File: src/include/dssc_pkg.sv
// constants, modes and register map of the debug state speed control block
// assumes one core clock; all debug and memory qualifiers arrive on that clock
package dssc_pkg;

  // ==========================================================
  // scan chain layout
  localparam int DSSC_CHAIN_LEN   = 67;
  localparam int DSSC_SEL_BIT     = 32;
  // shift clocks that must pass between two debug-speed core clocks
  localparam logic [6:0] DSSC_SCAN_GAP = 7'h43;
  // instruction fetches masked after leaving a breakpoint
  localparam int DSSC_MASK_FETCHES = 3;

  // ==========================================================
  // register map, byte addresses on the bus
  localparam logic [7:0] DSSC_ADR_CTRL   = 8'h00;
  localparam logic [7:0] DSSC_ADR_STATUS = 8'h04;
  // control fields
  localparam int DSSC_CTRL_HALT = 0;
  localparam logic DSSC_CTRL_HALT_RST = 1'h0;
  // status fields
  localparam int DSSC_ST_DEBUG   = 0;
  localparam int DSSC_ST_SYSRUN  = 1;
  localparam int DSSC_ST_MASK    = 2;
  localparam int DSSC_ST_SYSTEM_ACCESS_COMPLETE = 3;
  localparam int DSSC_ST_COMPR   = 4;
  localparam int DSSC_ST_B5      = 5;

  // ==========================================================
  // core operating modes
  typedef enum logic [1:0] {
    DSSC_NORMAL = 2'b00,
    DSSC_DEBUG  = 2'b01,
    DSSC_SYSRUN = 2'b10
  } dssc_mode_t;

endpackage

File: src/design/dssc_sync2.sv
// two flip-flop synchroniser for one level from outside the clock domain
// assumes nothing of the source except that it is a level
`timescale 1ns/1ps
module dssc_sync2
  import dssc_pkg::*;
(
  input  wire logic core_clk_in,
  input  wire logic resetn_in,
  input  wire logic async_in,
  output logic      sync_out
);

  typedef struct packed {
    logic ff1;
    logic ff2;
  } dssc_sync_t;

  dssc_sync_t st_reg;
  dssc_sync_t st_next;

  // ==========================================================
  // the first stage feeds only the second
  always_comb
  begin
    st_next     = st_reg;
    st_next.ff1 = async_in;
    st_next.ff2 = st_reg.ff1;
  end

  always_ff @(posedge core_clk_in or negedge resetn_in)
  begin
    if (!resetn_in)
      st_reg <= '0;
    else
      st_reg <= st_next;
  end

  assign sync_out = st_reg.ff2;

endmodule

File: src/design/dssc_fetch_mask.sv
// holds a mask level across a fixed number of instruction fetches
// assumes fetch_in is a one-cycle pulse per completed fetch
`timescale 1ns/1ps
module dssc_fetch_mask
  import dssc_pkg::*;
#(
  parameter int COUNT = DSSC_MASK_FETCHES
)
(
  input  wire logic core_clk_in,
  input  wire logic resetn_in,
  input  wire logic start_in,
  input  wire logic fetch_in,
  output logic      active_out
);

  localparam int CW = $clog2(COUNT + 1);
  localparam logic [CW-1:0] LAST = CW'(COUNT - 1);

  typedef struct packed {
    logic          active;
    logic [CW-1:0] cnt;
  } dssc_mask_t;

  dssc_mask_t st_reg;
  dssc_mask_t st_next;

  // ==========================================================
  // counting
  always_comb
  begin
    st_next = st_reg;
    if (start_in)
    begin
      st_next.active = 1'b1;
      st_next.cnt    = '0;
    end
    else if (st_reg.active && fetch_in)
    begin
      // drops exactly after the last masked fetch, never later
      if (st_reg.cnt == LAST)
        st_next.active = 1'b0;
      st_next.cnt = st_reg.cnt + CW'(1);
    end
  end

  always_ff @(posedge core_clk_in or negedge resetn_in)
  begin
    if (!resetn_in)
      st_reg <= '0;
    else
      st_reg <= st_next;
  end

  assign active_out = st_reg.active;

  AST_MASK_STARTS: assert property (@(posedge core_clk_in) disable iff (!resetn_in)
    start_in |=> active_out)
    else $error("mask not raised after start");

  AST_MASK_ENDS: assert property (@(posedge core_clk_in) disable iff (!resetn_in)
    (active_out && fetch_in && !start_in && st_reg.cnt == LAST) |=> !active_out)
    else $error("mask not dropped after last fetch");

endmodule

File: src/design/dssc_core.sv
// debug state speed control: clock qualification, system-speed runs, resume
// assumes a tap controller on the same clock supplies the chain strobes
//
// How it works
// - status bit 4 high means compressed-state entry; bits 4,5 low mean 32-bit.
// - in debug state any mode may change to any other mode.
// - a debug-speed core clock needs 67 shift clocks since the previous one.
// - chain bit 32 selects system speed for the scanned instruction.
// - resume instruction and run-test/idle entry start memory-enabled execution.
// - after the system-speed instruction, back to debug enable, ack high.
// - status bit 3 flags system-speed completion; debugger polls it.
// - select bit returns low after a system-speed access.
// - resume returns chain to system operation and memory clock enable; the chain flag rises only on exit, a system-speed run keeps it low.
// - resumption happens only on entry to run-test/idle.
// - debug acknowledge is high while in debug state.
// - pipeline flushed on debug entry; refill after exit.
// - after breakpoint exit, ack stays high over three fetches.
// - ack high in system run, low after its accesses, high again on return.
// - core clock qualified by memory enable normally, debug enable in debug.
// - first select capture after entry shows cause: low break, high watch.
`timescale 1ns/1ps
module dssc_core
  import dssc_pkg::*;
(
  input  wire logic        core_clk_in,
  input  wire logic        resetn_in,
  // classic wishbone slave
  input  wire logic        wb_cyc_in,
  input  wire logic        wb_stb_in,
  input  wire logic        wb_we_in,
  input  wire logic [7:0]  wb_adr_in,
  input  wire logic [3:0]  wb_sel_in,
  input  wire logic [31:0] wb_dat_in,
  output logic [31:0]      wb_dat_out,
  output logic             wb_ack_out,
  // clock qualifiers and core events
  input  wire logic        memory_clock_enable_in,
  input  wire logic        debug_clock_enable_in,
  input  wire logic        break_hit_in,
  input  wire logic        watch_hit_in,
  input  wire logic        ext_debug_request_in,
  input  wire logic        core_compressed_in,
  input  wire logic        fetch_in,
  input  wire logic        sys_mem_done_in,
  input  wire logic        sys_instr_done_in,
  // chain and tap strobes
  input  wire logic        scan_shift_in,
  input  wire logic        scan_capture_in,
  input  wire logic        scan_update_in,
  input  wire logic        scan_select_in,
  input  wire logic        scan_branch_in,
  input  wire logic        tap_restart_sel_in,
  input  wire logic        tap_run_idle_in,
  // outputs
  output logic             core_clock_enable_out,
  output logic             debug_acknowledge_out,
  output logic             system_speed_select_out,
  output logic             system_access_complete_out,
  output logic             pipeline_flush_out,
  output logic             any_mode_change_out,
  output logic             chain_system_mode_out
);

  typedef struct packed {
    dssc_mode_t  mode;
    logic        halt;
    logic        wb_ack;
    logic [31:0] rdata;
    logic        ce;
    logic        ack;
    logic        flush;
    logic        sso;
    logic        compl;
    logic        compr;
    logic        watch;
    logic        bp;
    logic        first_cap;
    logic        sel;
    logic        prev_sel;
    logic        prev_br;
    logic        armed;
    logic        arm_exit;
    logic        rti_prev;
    logic        mem_done;
    logic        chain_sys;
    logic        mchg;
    logic [6:0]  gap;
  } dssc_state_t;

  dssc_state_t st_reg;
  dssc_state_t st_next;

  logic ext_req;
  logic mask_active;
  logic mask_start;
  logic enter;
  logic rti_rise;
  logic resume;
  logic wb_acc;
  logic [31:0] status;

  // ==========================================================
  // helpers
  dssc_sync2 u_req_sync (
    .core_clk_in (core_clk_in),
    .resetn_in   (resetn_in),
    .async_in    (ext_debug_request_in),
    .sync_out    (ext_req)
  );

  dssc_fetch_mask #(
    .COUNT (DSSC_MASK_FETCHES)
  ) u_mask (
    .core_clk_in (core_clk_in),
    .resetn_in   (resetn_in),
    .start_in    (mask_start),
    .fetch_in    (fetch_in),
    .active_out  (mask_active)
  );

  always_comb
  begin
    status = '0;
    status[DSSC_ST_DEBUG]   = (st_reg.mode == DSSC_DEBUG);
    status[DSSC_ST_SYSRUN]  = (st_reg.mode == DSSC_SYSRUN);
    status[DSSC_ST_MASK]    = mask_active;
    status[DSSC_ST_SYSTEM_ACCESS_COMPLETE] = st_reg.compl;
    status[DSSC_ST_COMPR]   = st_reg.compr;
    status[DSSC_ST_B5]      = 1'b0;
  end

  assign enter    = break_hit_in | watch_hit_in | ext_req | st_reg.halt;
  assign rti_rise = tap_run_idle_in & ~st_reg.rti_prev;
  // resume only on the entry edge, so prepared cores start together
  assign resume   = (st_reg.mode == DSSC_DEBUG) & st_reg.armed
                    & tap_restart_sel_in & rti_rise;
  assign wb_acc   = wb_cyc_in & wb_stb_in & st_reg.wb_ack;
  assign mask_start = resume & st_reg.arm_exit & st_reg.bp;

  // ==========================================================
  // next state
  always_comb
  begin
    st_next          = st_reg;
    st_next.flush    = 1'b0;
    st_next.rti_prev = tap_run_idle_in;

    // bus slave: ack the cycle after the strobe, act at the acked edge
    st_next.wb_ack = wb_cyc_in & wb_stb_in & ~st_reg.wb_ack;
    if (wb_cyc_in & wb_stb_in & ~st_reg.wb_ack)
    begin
      unique case (wb_adr_in)
        DSSC_ADR_CTRL:   st_next.rdata = {31'h0, st_reg.halt};
        DSSC_ADR_STATUS: st_next.rdata = status;
        default:         st_next.rdata = 32'h0;
      endcase
    end
    if (wb_acc & wb_we_in & wb_sel_in[0] & (wb_adr_in == DSSC_ADR_CTRL))
      st_next.halt = wb_dat_in[DSSC_CTRL_HALT];

    // write one to clear completion; a completion the same cycle wins
    if (wb_acc & wb_we_in & wb_sel_in[0] & (wb_adr_in == DSSC_ADR_STATUS)
        & wb_dat_in[DSSC_ST_SYSTEM_ACCESS_COMPLETE])
      st_next.compl = 1'b0;

    unique case (st_reg.mode)
      DSSC_NORMAL:
      begin
        if (enter)
        begin
          st_next.mode      = DSSC_DEBUG;
          st_next.flush     = 1'b1;
          st_next.compr     = core_compressed_in;
          st_next.watch     = watch_hit_in;
          st_next.bp        = break_hit_in & ~watch_hit_in;
          st_next.first_cap = 1'b1;
          st_next.armed     = 1'b0;
          st_next.prev_sel  = 1'b0;
          st_next.chain_sys = 1'b0;
          st_next.gap       = '0;
          st_next.halt      = 1'b0;
        end
      end
      DSSC_DEBUG:
      begin
        // slow stepping: the core sees one clock per full chain shift
        if (st_reg.ce)
          st_next.gap = '0;
        else if (scan_shift_in && st_reg.gap != DSSC_SCAN_GAP)
          st_next.gap = st_reg.gap + 7'h01;
        if (scan_capture_in)
        begin
          st_next.sso       = st_reg.first_cap ? st_reg.watch : st_reg.sel;
          st_next.first_cap = 1'b0;
        end
        if (scan_update_in)
        begin
          st_next.sel      = scan_select_in;
          st_next.prev_sel = scan_select_in;
          st_next.prev_br  = scan_branch_in;
          // low-select instruction then high-select no-op arms a run
          st_next.armed    = scan_select_in & ~st_reg.prev_sel;
          st_next.arm_exit = st_reg.prev_br;
        end
        if (resume)
        begin
          st_next.armed = 1'b0;
          if (st_reg.arm_exit)
          begin
            st_next.mode      = DSSC_NORMAL;
            st_next.chain_sys = 1'b1;
          end
          else
          begin
            st_next.mode     = DSSC_SYSRUN;
            st_next.mem_done = 1'b0;
            // a fresh run starts with completion low so polling sees this run only
            st_next.compl    = 1'b0;
          end
        end
      end
      DSSC_SYSRUN:
      begin
        if (sys_mem_done_in)
          st_next.mem_done = 1'b1;
        if (sys_instr_done_in)
        begin
          st_next.mode     = DSSC_DEBUG;
          st_next.compl    = 1'b1;
          st_next.sel      = 1'b0;
          st_next.sso      = 1'b0;
          st_next.prev_sel = 1'b0;
          st_next.gap      = '0;
        end
      end
      default:
        st_next.mode = DSSC_NORMAL;
    endcase

    // qualifier and acknowledge follow the mode being entered
    if (st_next.mode == DSSC_DEBUG)
      st_next.ce = debug_clock_enable_in & (st_reg.gap == DSSC_SCAN_GAP)
                   & (st_reg.mode == DSSC_DEBUG) & ~st_reg.ce;
    else
      st_next.ce = memory_clock_enable_in;
    st_next.ack = (st_next.mode == DSSC_DEBUG)
                  | ((st_next.mode == DSSC_SYSRUN) & ~st_next.mem_done)
                  | mask_start | (mask_active & (st_reg.mode == DSSC_NORMAL));
    st_next.mchg = (st_next.mode == DSSC_DEBUG);
  end

  always_ff @(posedge core_clk_in or negedge resetn_in)
  begin
    if (!resetn_in)
    begin
      st_reg      <= '0;
      st_reg.mode <= DSSC_NORMAL;
      st_reg.halt <= DSSC_CTRL_HALT_RST;
    end
    else
      st_reg <= st_next;
  end

  // ==========================================================
  // outputs
  assign wb_dat_out                 = st_reg.rdata;
  assign wb_ack_out                 = st_reg.wb_ack;
  assign core_clock_enable_out      = st_reg.ce;
  assign debug_acknowledge_out      = st_reg.ack;
  assign system_speed_select_out    = st_reg.sso;
  assign system_access_complete_out = st_reg.compl;
  assign pipeline_flush_out         = st_reg.flush;
  assign any_mode_change_out        = st_reg.mchg;

  assign chain_system_mode_out = st_reg.chain_sys;

  // ==========================================================
  // checks
  AST_FLUSH_ENTRY: assert property (@(posedge core_clk_in) disable iff (!resetn_in)
    (st_reg.mode == DSSC_NORMAL && enter) |=> (pipeline_flush_out && st_reg.mode == DSSC_DEBUG))
    else $error("no flush on debug entry");

  AST_ACK_DEBUG: assert property (@(posedge core_clk_in) disable iff (!resetn_in)
    (st_reg.mode == DSSC_DEBUG) |-> debug_acknowledge_out)
    else $error("ack low in debug state");

  AST_SEL_CLEARED: assert property (@(posedge core_clk_in) disable iff (!resetn_in)
    (st_reg.mode == DSSC_SYSRUN && sys_instr_done_in)
    |=> (!st_reg.sel && !system_speed_select_out && st_reg.mode == DSSC_DEBUG))
    else $error("select not cleared on return");

  AST_COMPLETE: assert property (@(posedge core_clk_in) disable iff (!resetn_in)
    (st_reg.mode == DSSC_SYSRUN && sys_instr_done_in) |=> system_access_complete_out [*2])
    else $error("completion flag not held");

  AST_RESUME_RTI: assert property (@(posedge core_clk_in) disable iff (!resetn_in)
    (st_reg.mode != DSSC_DEBUG && $past(st_reg.mode) == DSSC_DEBUG)
    |-> $past(tap_run_idle_in && !st_reg.rti_prev && tap_restart_sel_in))
    else $error("resume outside run-test/idle entry");

  AST_STEP_GAP: assert property (@(posedge core_clk_in) disable iff (!resetn_in)
    ($past(st_reg.mode) == DSSC_DEBUG && st_reg.mode == DSSC_DEBUG && core_clock_enable_out)
    |-> $past(st_reg.gap) == DSSC_SCAN_GAP)
    else $error("debug step before full chain shift");

  AST_MEM_QUAL: assert property (@(posedge core_clk_in) disable iff (!resetn_in)
    ($past(resetn_in) && st_reg.mode == DSSC_NORMAL && $past(st_reg.mode) == DSSC_NORMAL)
    |-> core_clock_enable_out == $past(memory_clock_enable_in))
    else $error("normal clock not memory qualified");

  AST_ACK_NORMAL: assert property (@(posedge core_clk_in) disable iff (!resetn_in)
    (st_reg.mode == DSSC_NORMAL && $past(st_reg.mode) == DSSC_NORMAL && !$past(mask_active))
    |-> !debug_acknowledge_out)
    else $error("ack high in normal run");

  AST_FIRST_CAP: assert property (@(posedge core_clk_in) disable iff (!resetn_in)
    (st_reg.mode == DSSC_DEBUG && scan_capture_in && st_reg.first_cap)
    |=> system_speed_select_out == $past(st_reg.watch))
    else $error("first capture does not show entry cause");

  AST_SYS_ACK: assert property (@(posedge core_clk_in) disable iff (!resetn_in)
    (st_reg.mode == DSSC_SYSRUN && st_reg.mem_done && !sys_instr_done_in)
    |=> !debug_acknowledge_out)
    else $error("ack high after system accesses");

endmodule

File: config.mk
export PLATFORM = sky130hd
export DESIGN_NAME = dssc_core
export DESIGN_NICKNAME = d
export VERILOG_FILES = /design/src/include/dssc_pkg.sv /design/src/design/dssc_sync2.sv /design/src/design/dssc_fetch_mask.sv /design/src/design/dssc_core.sv
export SDC_FILE = /design/constraint.sdc
export NUM_CORES = 1
export LEC_CHECK = 0
export BUFFER_PORTS_ARGS = -buffer_cell sky130_fd_sc_hd__buf_4
export CAP_MARGIN = 10
export CORE_MARGIN = 10
export CORE_UTILIZATION = 45
export CTS_CLUSTER_DIAMETER = 200
export DETAILED_ROUTE_END_ITERATION = 8
export HOLD_SLACK_MARGIN = 0.03
export PLACE_DENSITY_LB_ADDON = 0.05
export REMOVE_ABC_BUFFERS = 1
export SYNTH_ARGS = -nofsm -noshare
export SYNTH_HDL_FRONTEND = slang
export SYNTH_SLANG_ARGS = --single-unit
File: constraint.sdc
create_clock -name core_clk_in -period 5.35 [get_ports core_clk_in]
set_input_delay 0.535 -clock core_clk_in [delete_from_list [all_inputs] [get_ports core_clk_in]]
set_output_delay 0.535 -clock core_clk_in [all_outputs]
set_load 0.03 [all_outputs]
==> reports/metrics.cfg, run 1 <==
[detailed_routing]
num_vias=1584
wl_um=4600
drt_iter0_markers=89
antenna_left=0
dr_wl_met3_um=532
drc=0
wl_per_cell_um=14.4
met2_length_um=1960
top_layer_used=met4
wl_met1_um=2040
firstDrtPassIters=4
drt-vias-per-instance=4.97

[cells_and_area]
drive_gt1_share_pct=21.9
nNetsFinal=335
syn2layout_area_growth_pct=14.9
stdcell_area_um2=2460
largest_reg_flops=21
diodes=0
fill_cells=456

[power]
power_mw=1.03
p_leak_nw=1.27
p_per_area_nw_per_um2=418
irDropWorstVdd_uv=220

[global_route]
gr-total-overflow=0
grt_pass1_vias=1547
grt_max_degree=40
antenna_found_initial=0
gr-usage-all-layers_pct=11.9
grt_pass1_wl_um=7380

[flow_run]
max-cap-violations=0

[setup_path]
r2r_end=core_clock_enable_out
critPathLaunchType=flip-flop
cp.arrival_ps=2730
end_kind=flip-flop
slowest_stage=ha_1
required_ps=5530
cp_common_cell=a221o_1
cp_cell_sequence=inv_1, ha_1, a21oi_1, a221o_1, a221o_1, mux2_4
path_buf_inv=1
r2r_start=st_reg[60]
cp_max_fo=19
ff2ff_setup_slack_ps=2800
crit_family=compound AO/OA/AOI/OAI gates
cp_slowest_stage_delay_ps=600
worstSetupPathType=flip-flop to flip-flop
reg2reg_depth=6

[placed_design]
port_buffers=44
dpl_cell_area_um2=2380
gp_congestion=0.754
hpwl_um=3610

[clock_network]
cts.clk_slew.worst_paths_ps=70
worst_skew_pair.late_latency_ps=290
cts_root_buf=clkbuf_8
cts_tree=built
cts_buffers=5
cts_buffer_depth=2
ctsResizeCount=0
h-tree-depth=2
cts_num_sinks=39
cts_setup_buffers=0
holdBufCountCts=0

[sta]
hold-worst-slack_ps=207
fin_crit_sh_pct=47.6
max_slew_margin_pct=54.7
hold_violations=0
maxSlewViolCount=0
finalSetupTns_ps=0
fin_crit_ps=2550
setup-violations-final=0
fin_skew_ps=8.15
max_freq_mhz=392
tightest_slew_ps=680
rsz0062_at_grt=false

[floorplanning]
die-area_um2=7920
die_y_um=89.0
initial_utilization_pct=45.9
fp.dieW_um=89.0
top_level_ports=105
num_rows=25
coreArea_um2=4660

[synth]
yosysWarnings=0
yosysSeqAreaShare_pct=45.6
synth_cell_type_count=48
synth_edf_count=0
syn_inst=223
synthArstFlopShare_pct=100
synthFlopType=dfrtp_1
syn_area_um2=2140
synth_seq_cells=39
syn_avg_cell_area_um2=9.60

[min_path]
holdCritPathClass=primary input to async pin

[outcome]
status=finished clean

[layout by cell type (no fill, tap or decap), drive strengths merged, types with 2 or more instances in the layout]
| cell type | n |
|---|---|
| a221o | 2 |
| and2 | 2 |
| buf | 44 |
| conb | 27 |
| ha | 6 |
| o31ai | 2 |
| clkbuf | 7 |
| inv | 14 |
| a22o | 4 |
| o21ai | 8 |
| nand2 | 28 |
| nor3 | 2 |
| dfrtp | 39 |
| nand3 | 10 |
| nand2b | 5 |
| mux2 | 3 |
| a21o | 3 |
| nor2 | 11 |
| or3 | 2 |
| and3 | 5 |
| a21oi | 10 |
| xor2 | 2 |
| a31oi | 3 |
| mux2i | 4 |
| o22ai | 2 |
| nor4 | 3 |
[cells in the mapped netlist (all sizes together), types with 4 or more instances]
library cell	n	area share, %
mux2i	4	1.9
nand3	10	2.3
inv	14	2.5
nand2	28	5.0
nor2	11	1.9
ha	6	3.5
a21oi	10	2.3
buf	35	12
and3	5	1.5
dfrtp	39	46
o21ai	8	1.9
a22o	4	1.6
nand2b	5	1.8
[logic make-up after synthesis]
group / synth area share (%)
DFF: 45.6
and+or+nand+nor: 18.1
buffers and inverters: 14.5
adders and majority gates: 3.51
AOI/OAI and AO/OA: 13.3
other: 0.175
xor gates and xnor gates: 1.23
muxes: 3.62
[worst max-delay path by stage]
| stage | start | end | cells after the start |
|---|---|---|---|
| after floorplan | st_reg[60] | core_clock_enable_out | 6 |
| after global placement | st_reg[60] | core_clock_enable_out | 6 |
| after detailed placement | st_reg[60] | core_clock_enable_out | 6 |
| after CTS | st_reg[60] | core_clock_enable_out | 6 |
| after global routing | st_reg[60] | st_reg[2] | 7 |
| final | st_reg[60] | core_clock_enable_out | 6 |
[power by group]
part / total, mW / switching [mW] / internal (mW) / leakage, nW
logic: 0.420 / 0.258 / 0.163 / 0.717
registers: 0.419 / 0.0492 / 0.370 / 0.506
clock network: 0.190 / 0.0982 / 0.0915 / 0.0422
total: 1.03 / 0.405 / 0.624 / 1.27
[stage by stage]
| step | worst slack (ps) | utilization (%) | instances |
|---|---|---|---|
| floorplan | 3200 | - | 213 |
| global placement | 2760 | 51.0 | 311 |
| detailed placement | 2810 | 51.0 | 311 |
| CTS | 2790 | 52.8 | 319 |
| global route | 2600 | 52.8 | 319 |
| finish | 2800 | 52.8 | 319 |
[cell type report]
class	count	area, um^2	area share [%]
repair buffers	44	330	13.4
clock buffers	7	76.3	3.10
flip-flops and latches	39	976	39.7
clock inverters	1	5.00	0.203
well taps	54	67.6	2.75
multi-input cells	160	952	38.7
inverters	14	52.6	2.14
[layer usage]
| layer | GRT usage [%] | up-vias |
|---|---|---|
| met5 | 0 | - |
| li1 | - | 797 |
| met3 | 5.20 | 6 |
| met4 | 4.34 | 0 |
| met1 | 15.5 | 729 |
| met2 | 17.1 | 52 |
Note: power is estimated with default switching activity, not from simulation.
==> run 2, diff against run 1 <==
--- a/config.mk
+++ b/config.mk
@@ -5,6 +5,7 @@
 export SDC_FILE = /design/constraint.sdc
 export NUM_CORES = 1
 export LEC_CHECK = 0
+export ABC_AREA = 1
 export BUFFER_PORTS_ARGS = -buffer_cell sky130_fd_sc_hd__buf_4
 export CAP_MARGIN = 10
 export CORE_MARGIN = 10
==> constraint.sdc (replaced) <==
create_clock -name core_clk_in -period 2.6 [get_ports core_clk_in]
set_input_delay 0.26 -clock core_clk_in [delete_from_list [all_inputs] [get_ports core_clk_in]]
set_output_delay 0.26 -clock core_clk_in [all_outputs]
set_load 0.03 [all_outputs]
==> reports/metrics.cfg, run 2 <==
[setup_path]
reg2reg_depth=9  ; +3
required_ps=2840  ; -2690 ps
end_kind=flip-flop
critPathLaunchType=flip-flop
r2r_end=st_reg[1]
ff2ff_setup_slack_ps=580  ; -2220 ps
cp_max_fo=11  ; -8
worstSetupPathType=flip-flop to flip-flop
cp.arrival_ps=2250  ; -480 ps
r2r_start=st_reg[60]

[sta]
max_freq_mhz=496  ; +26%
hold_violations=0  ; unchanged
tightest_slew_ps=542  ; -138 ps
rsz0062_at_grt=false
maxSlewViolCount=0  ; unchanged
fin_crit_sh_pct=77.6  ; +30 points
setup-violations-final=0  ; unchanged
max_slew_margin_pct=63.9  ; +9.2 points
finalSetupTns_ps=0  ; unchanged
fin_skew_ps=8.22  ; +0.0645 ps
fin_crit_ps=2020  ; -532 ps
fin_ws_ps=583  ; -2220 ps

[cells_and_area]
diodes=0  ; unchanged
syn2layout_area_growth_pct=16.1
layout_common_cells=nand2_1, buf_4, dfrtp_1
nNetsFinal=404  ; +21%
finish.utilization_pct=53.3  ; +0.48 points
drive_gt1_share_pct=24.0  ; +2.1 points
fill_cells=517  ; +13%
largest_reg_flops=21  ; unchanged
fin_cells=404  ; +27%
mostFrequentLayoutCell=nand2_1

[clock_network]
cts.clk_slew.worst_paths_ps=80  ; about the same
cts_setup_buffers=0  ; unchanged
holdBufCountCts=1  ; +1
cts_tree=built
cts_buffers=5  ; unchanged
ctsResizeCount=0  ; unchanged
worst_skew_pair.late_latency_ps=300  ; about the same
cts_root_buf=clkbuf_8
h-tree-depth=2  ; unchanged
cts_num_sinks=39  ; unchanged
cts_buffer_depth=2  ; unchanged

[synth]
synthArstFlopShare_pct=100  ; unchanged
synth_top_cells_by_count=nand2_1, dfrtp_1, buf_4, inv_1, nand3_1
syn_inst=290  ; +30%
yosysTopAreaCell=dfrtp_1
synth_area_leaders=dfrtp_1, buf_4, nand2_1
yosysTopAreaCellShare_pct=41.9  ; -3.7 points
synth_cell_type_count=36  ; -25%
synth_seq_cells=39  ; unchanged
syn_area_um2=2330  ; +8.7%
synth_edf_count=0  ; unchanged
syn_avg_cell_area_um2=8.02  ; -16%
synthFlopType=dfrtp_1
yosysWarnings=0  ; unchanged
yosys.cell_count.top_type=nand2_1
yosysSeqAreaShare_pct=41.9  ; -3.7 points

[flow_run]
max-cap-violations=0  ; unchanged

[floorplanning]
coreArea_um2=5070  ; +8.9%
top_level_ports=105  ; unchanged
die-area_um2=8450  ; +6.7%
initial_utilization_pct=45.9  ; -0.075 points
die_y_um=91.9  ; +3.3%
fp.dieW_um=91.9  ; +3.3%
num_rows=26  ; +4.0%

[detailed_routing]
drc=0  ; unchanged
drt-vias-per-instance=4.63  ; -6.7%
wl_per_cell_um=13.0  ; -10%
drt_iter0_markers=92  ; +3.4%
wl_um=5240  ; +14%
antenna_left=0  ; unchanged
num_vias=1872  ; +18%
firstDrtPassIters=4  ; unchanged

[power]
p_leak_nw=1.45  ; +15%
p_seq_share_pct=37.0  ; -3.7 points
power.share.clock_pct=22.2  ; +3.8 points
power_mw=2.39  ; +130%
p_sw_share_pct=40.9  ; +1.5 points
p_per_area_nw_per_um2=883  ; +110%
irDropWorstVdd_uv=448  ; +100%
power.share.combinational_pct=40.8  ; about the same
intPower_mw=1.41  ; +130%
p_switching_mw=0.975  ; +140%

[global_route]
antenna_found_initial=0  ; unchanged
grt_pass1_wl_um=8980  ; +22%
grt_max_degree=40  ; unchanged
grt_pass1_vias=1950  ; +26%
gr-total-overflow=0  ; unchanged
gr-usage-all-layers_pct=12.8  ; +0.91 points

[placed_design]
preCtsSetupSlack_ps=564  ; -2240 ps
gp_congestion=0.782  ; +3.7%
hpwl_um=4040  ; +12%
port_buffers=44  ; unchanged
dpl.cell_count=395  ; +27%

[min_path]
min_path_cells=1
whs_endpoint=u_req_sync.st_next[0]
holdCritPathClass=primary input to flip-flop
holdCritStartpoint=ext_debug_request_in

[outcome]
status=finished clean

-- run 2: changes by cell type in the layout (fill, tap and decap cells not counted), sizes merged, moves of 4 or more --
cell,change
nand2,+45
inv,+19
nor2,+17
nand3,+14
o21ai,+14
and3,-5
nand2b,-5
a22o,-4
nand4,+4
-- run 2: layer usage --
layer | up-vias | GRT usage, % | part of all wire (%) | wire length (um)
met5 | - | 0 | 0 | 0
met4 | 0 | 4.24 | 1.3 | 69
met3 | 7 | 5.22 | 8.9 | 468
met2 | 62 | 19.7 | 43 | 2270
met1 | 854 | 15.9 | 46 | 2430
li1 | 949 | - | - | -
-- run 2: critical path, cell delays in order (launching register included) --
cell,delay (ps)
dfrtp_1,440
inv_1,90
ha_1,380
nand2_2,200
nor2_1,60
nand4_1,90
nand2_1,110
nor2_2,380
nand3_1,130
nand2_1,80
-- run 2: how the worst max path moves through the flow --
stage / startpoint / to / slack [ps] / cells past startpoint
3_5_place_dp: st_reg[60] / st_reg[1] / 560 / 9
6_report: st_reg[60] / st_reg[1] / 580 / 9
5_1_grt: st_reg[60] / st_reg[1] / 320 / 9
4_1_cts: st_reg[60] / st_reg[1] / 550 / 9
3_3_place_gp: st_reg[60] / st_reg[1] / 610 / 9
2_1_floorplan: st_reg[60] / debug_acknowledge_out / 930 / 9
-- run 2: cells by family after synthesis --
kind of cell / Yosys count / synth area share (%)
and+or+nand+nor: 139 / 28.8
buffers and inverters: 69 / 17.0
DFF: 39 / 41.9
AOI/OAI and AO/OA: 35 / 8.50
adders and majority gates: 6 / 3.23
muxes: 1 / 0.430
other: 1 / 0.161
-- run 2: area by class of cell --
cell class	instances	area (um^2)	share of cell area [%]
Clock buffer	6	82.6	3.06
Clock inverter	2	35.0	1.30
Inverter	34	128	4.72
Multi-Input combinational cell	208	1050	39.0
Sequential cell	39	976	36.1
Tap cell	70	87.6	3.24
Timing Repair Buffer	45	340	12.6
-- run 2: power groups by stage --
stage | combinational [mW] | sequential [mW] | clock, mW
finish | 0.974 | 0.882 | 0.530
global route | 1.11 | 0.906 | 0.567
CTS | 0.985 | 0.883 | 0.548
detailed placement | 0.979 | 0.895 | 0
global placement | 0.967 | 0.891 | 0
floorplan | 0.608 | 0.968 | 0
-- run 2: through the flow --
step	hold slack, ps	cell area [um^2]
finish	72.0	2700
global placement	272	2570
detailed placement	265	2570
global route	63.2	2700
floorplan	-35.6	2160
CTS	63.3	2700
==> run 3, diff against run 2 <==
--- a/config.mk
+++ b/config.mk
@@ -9,7 +9,7 @@
 export BUFFER_PORTS_ARGS = -buffer_cell sky130_fd_sc_hd__buf_4
 export CAP_MARGIN = 10
 export CORE_MARGIN = 10
-export CORE_UTILIZATION = 45
+export CORE_UTILIZATION = 43
 export CTS_CLUSTER_DIAMETER = 200
 export DETAILED_ROUTE_END_ITERATION = 8
 export HOLD_SLACK_MARGIN = 0.03
==> constraint.sdc (replaced) <==
create_clock -name core_clk_in -period 1.7 [get_ports core_clk_in]
set_input_delay 0.17 -clock core_clk_in [delete_from_list [all_inputs] [get_ports core_clk_in]]
set_output_delay 0.17 -clock core_clk_in [all_outputs]
set_load 0.03 [all_outputs]
==> reports/metrics.cfg, run 3 (synthesized netlist as in run 2, its figures left out) <==
[outcome]
status=finished clean

[clock_network]
cts_tree=built
cts.clk_slew.worst_paths_ps=80  ; about the same
cts_num_sinks=39  ; unchanged
cts_root_buf=clkbuf_8
worst_skew_pair.late_latency_ps=290  ; about the same
cts_buffer_depth=2  ; unchanged
cts_buffers=5  ; unchanged
h-tree-depth=2  ; unchanged

[global_route]
grt_pass1_vias=1951  ; +0.051%
grt_max_degree=40  ; unchanged
gr-usage-all-layers_pct=12.7  ; -0.099 points
antenna_found_initial=0  ; unchanged
gr-total-overflow=0  ; unchanged
grt_pass1_wl_um=9090  ; +1.2%

[cells_and_area]
drive_gt1_share_pct=29.6  ; +5.6 points
syn2layout_area_growth_pct=23.8
fin_cells=425  ; +5.2%
layout_common_cells=nand2_1, buf_4, dfrtp_1
mostFrequentLayoutCell=nand2_1
largest_reg_flops=21  ; unchanged
stdcell_area_um2=2880  ; +6.6%
diodes=0  ; unchanged
nNetsFinal=425  ; +5.2%

[setup_path]
cp_max_fo=5  ; -6
crit_end=debug_acknowledge_out
r2r_end=debug_acknowledge_out
end_kind=flip-flop
cp.arrival_ps=1770  ; -480 ps
startpoint=st_reg[59]
r2r_start=st_reg[59]
reg2reg_depth=10  ; +1
critPathLaunchType=flip-flop
ff2ff_setup_slack_ps=120  ; -460 ps
required_ps=1890  ; -950 ps
worstSetupPathType=flip-flop to flip-flop

[detailed_routing]
num_vias=1945  ; +3.9%
drc=0  ; unchanged
met2_length_um=2460  ; +8.1%
top_layer_used=met4
wl_um=5490  ; +4.7%
drt-vias-per-instance=4.58  ; -1.2%
wl_per_cell_um=12.9  ; -0.50%
firstDrtPassIters=6  ; +2
wl_met1_um=2480  ; +2.2%
dr_wl_met3_um=488  ; +4.3%
drt_iter0_markers=101  ; +9.8%
antenna_left=0  ; unchanged

[floorplanning]
top_level_ports=105  ; unchanged
coreArea_um2=5170  ; +1.9%
initial_utilization_pct=45.0  ; -0.87 points
die-area_um2=8750  ; +3.6%
fp.dieW_um=93.6  ; +1.8%
num_rows=26  ; unchanged
die_y_um=93.6  ; +1.8%

[sta]
max_freq_mhz=633  ; +28%
fin_crit_sh_pct=92.9  ; +15 points
maxSlewViolCount=0  ; unchanged
tightest_slew_ps=507  ; -35.0 ps
max_slew_margin_pct=66.2  ; +2.3 points
fin_skew_ps=7.89  ; -0.330 ps
hold_violations=0  ; unchanged
fin_crit_ps=1580  ; -437 ps
setup-violations-final=0  ; unchanged

[placed_design]
gp_congestion=0.824  ; +5.3%
hpwl_um=4250  ; +5.2%
port_buffers=44  ; unchanged
dpl.cell_count=411  ; +4.1%
dpl_cell_area_um2=2700  ; +4.7%

[flow_run]
max-cap-violations=0  ; unchanged

[power]
p_per_area_nw_per_um2=1310  ; +49%
p_leak_nw=1.54  ; +6.4%
irDropWorstVdd_uv=646  ; +44%

[min_path]
holdCritStartpoint=memory_clock_enable_in
holdCritPathClass=primary input to flip-flop

run 3: cell count changes in the layout (fill, tap and decap cells not counted), sizes merged:
cell	change
buf	+19
clkinv	-1
clkbuf	+2
dlygate4sd3	+2
bufinv	-1
run 3: metal layers:
layer / vias to the layer above / GRT usage [%]
met5: - / 0
met4: 0 / 3.42
met3: 6 / 4.64
met2: 58 / 20.6
met1: 882 / 15.5
li1: 999 / -
run 3: cell type report:
type,instances,area [um^2]
Sequential cell,39,977
Inverter,34,128
Timing Repair Buffer,66,510
Fill cell,506,2290
Multi-Input combinational cell,208,1080
Tap cell,70,87.6
Clock buffer,8,100
run 3: worst max-delay path, stage by stage, from the launching register on:
cell and delay, ps:
dfrtp_2 450, inv_2 80, ha_2 190, inv_2 50, or2_4 240, nand2_4 100
nand2_2 50, nand2_2 70, nand2_4 60, a21oi_2 110, nand2_1 60
run 3: how the worst min path moves through the flow:
stage / slack [ps] / end / cells past startpoint
after floorplan: -130 / any_mode_change_out / 0
after global placement: 180 / u_mask.st_reg[1] / 1
final: 70 / core_clock_enable_out / 3
after CTS: 60 / st_reg[19] / 3
after detailed placement: 180 / u_mask.st_reg[0] / 1
after global routing: 70 / core_clock_enable_out / 3
run 3: stage by stage:
stage | power (mW) | TNS, ps | utilization, % | hold slack (ps) | worst slack [ps]
6_report | 3.78 | 0 | 55.7 | 67.3 | 120
5_1_grt | 4.08 | -21.4 | 55.7 | 66.5 | -12.0
4_1_cts | 3.73 | 0 | 54.6 | 55.6 | 31.0
3_5_place_dp | 3.01 | 0 | 52.1 | 184 | 38.0
3_3_place_gp | 2.99 | 0 | 52.1 | 176 | 47.6
2_1_floorplan | 2.41 | 0 | - | -126 | 26.2
run 3: report_power, final:
part	switching [mW]	leakage, nW	internal, mW
combinational	1.02	0.992	0.693
clock	0.329	0.0515	0.371
sequential	0.192	0.500	1.17
total	1.54	1.54	2.24
run 3: repair_timing:
| action | CTS | global route |
|---|---|---|
| setup buffers | 0 | 3 |
| hold buffers | 3 | 0 |
| resized for setup | 0 | 11 |
| endpoints found under the hold margin | 41 | 0 |
| setup endpoints to repair | 0 | 9 |
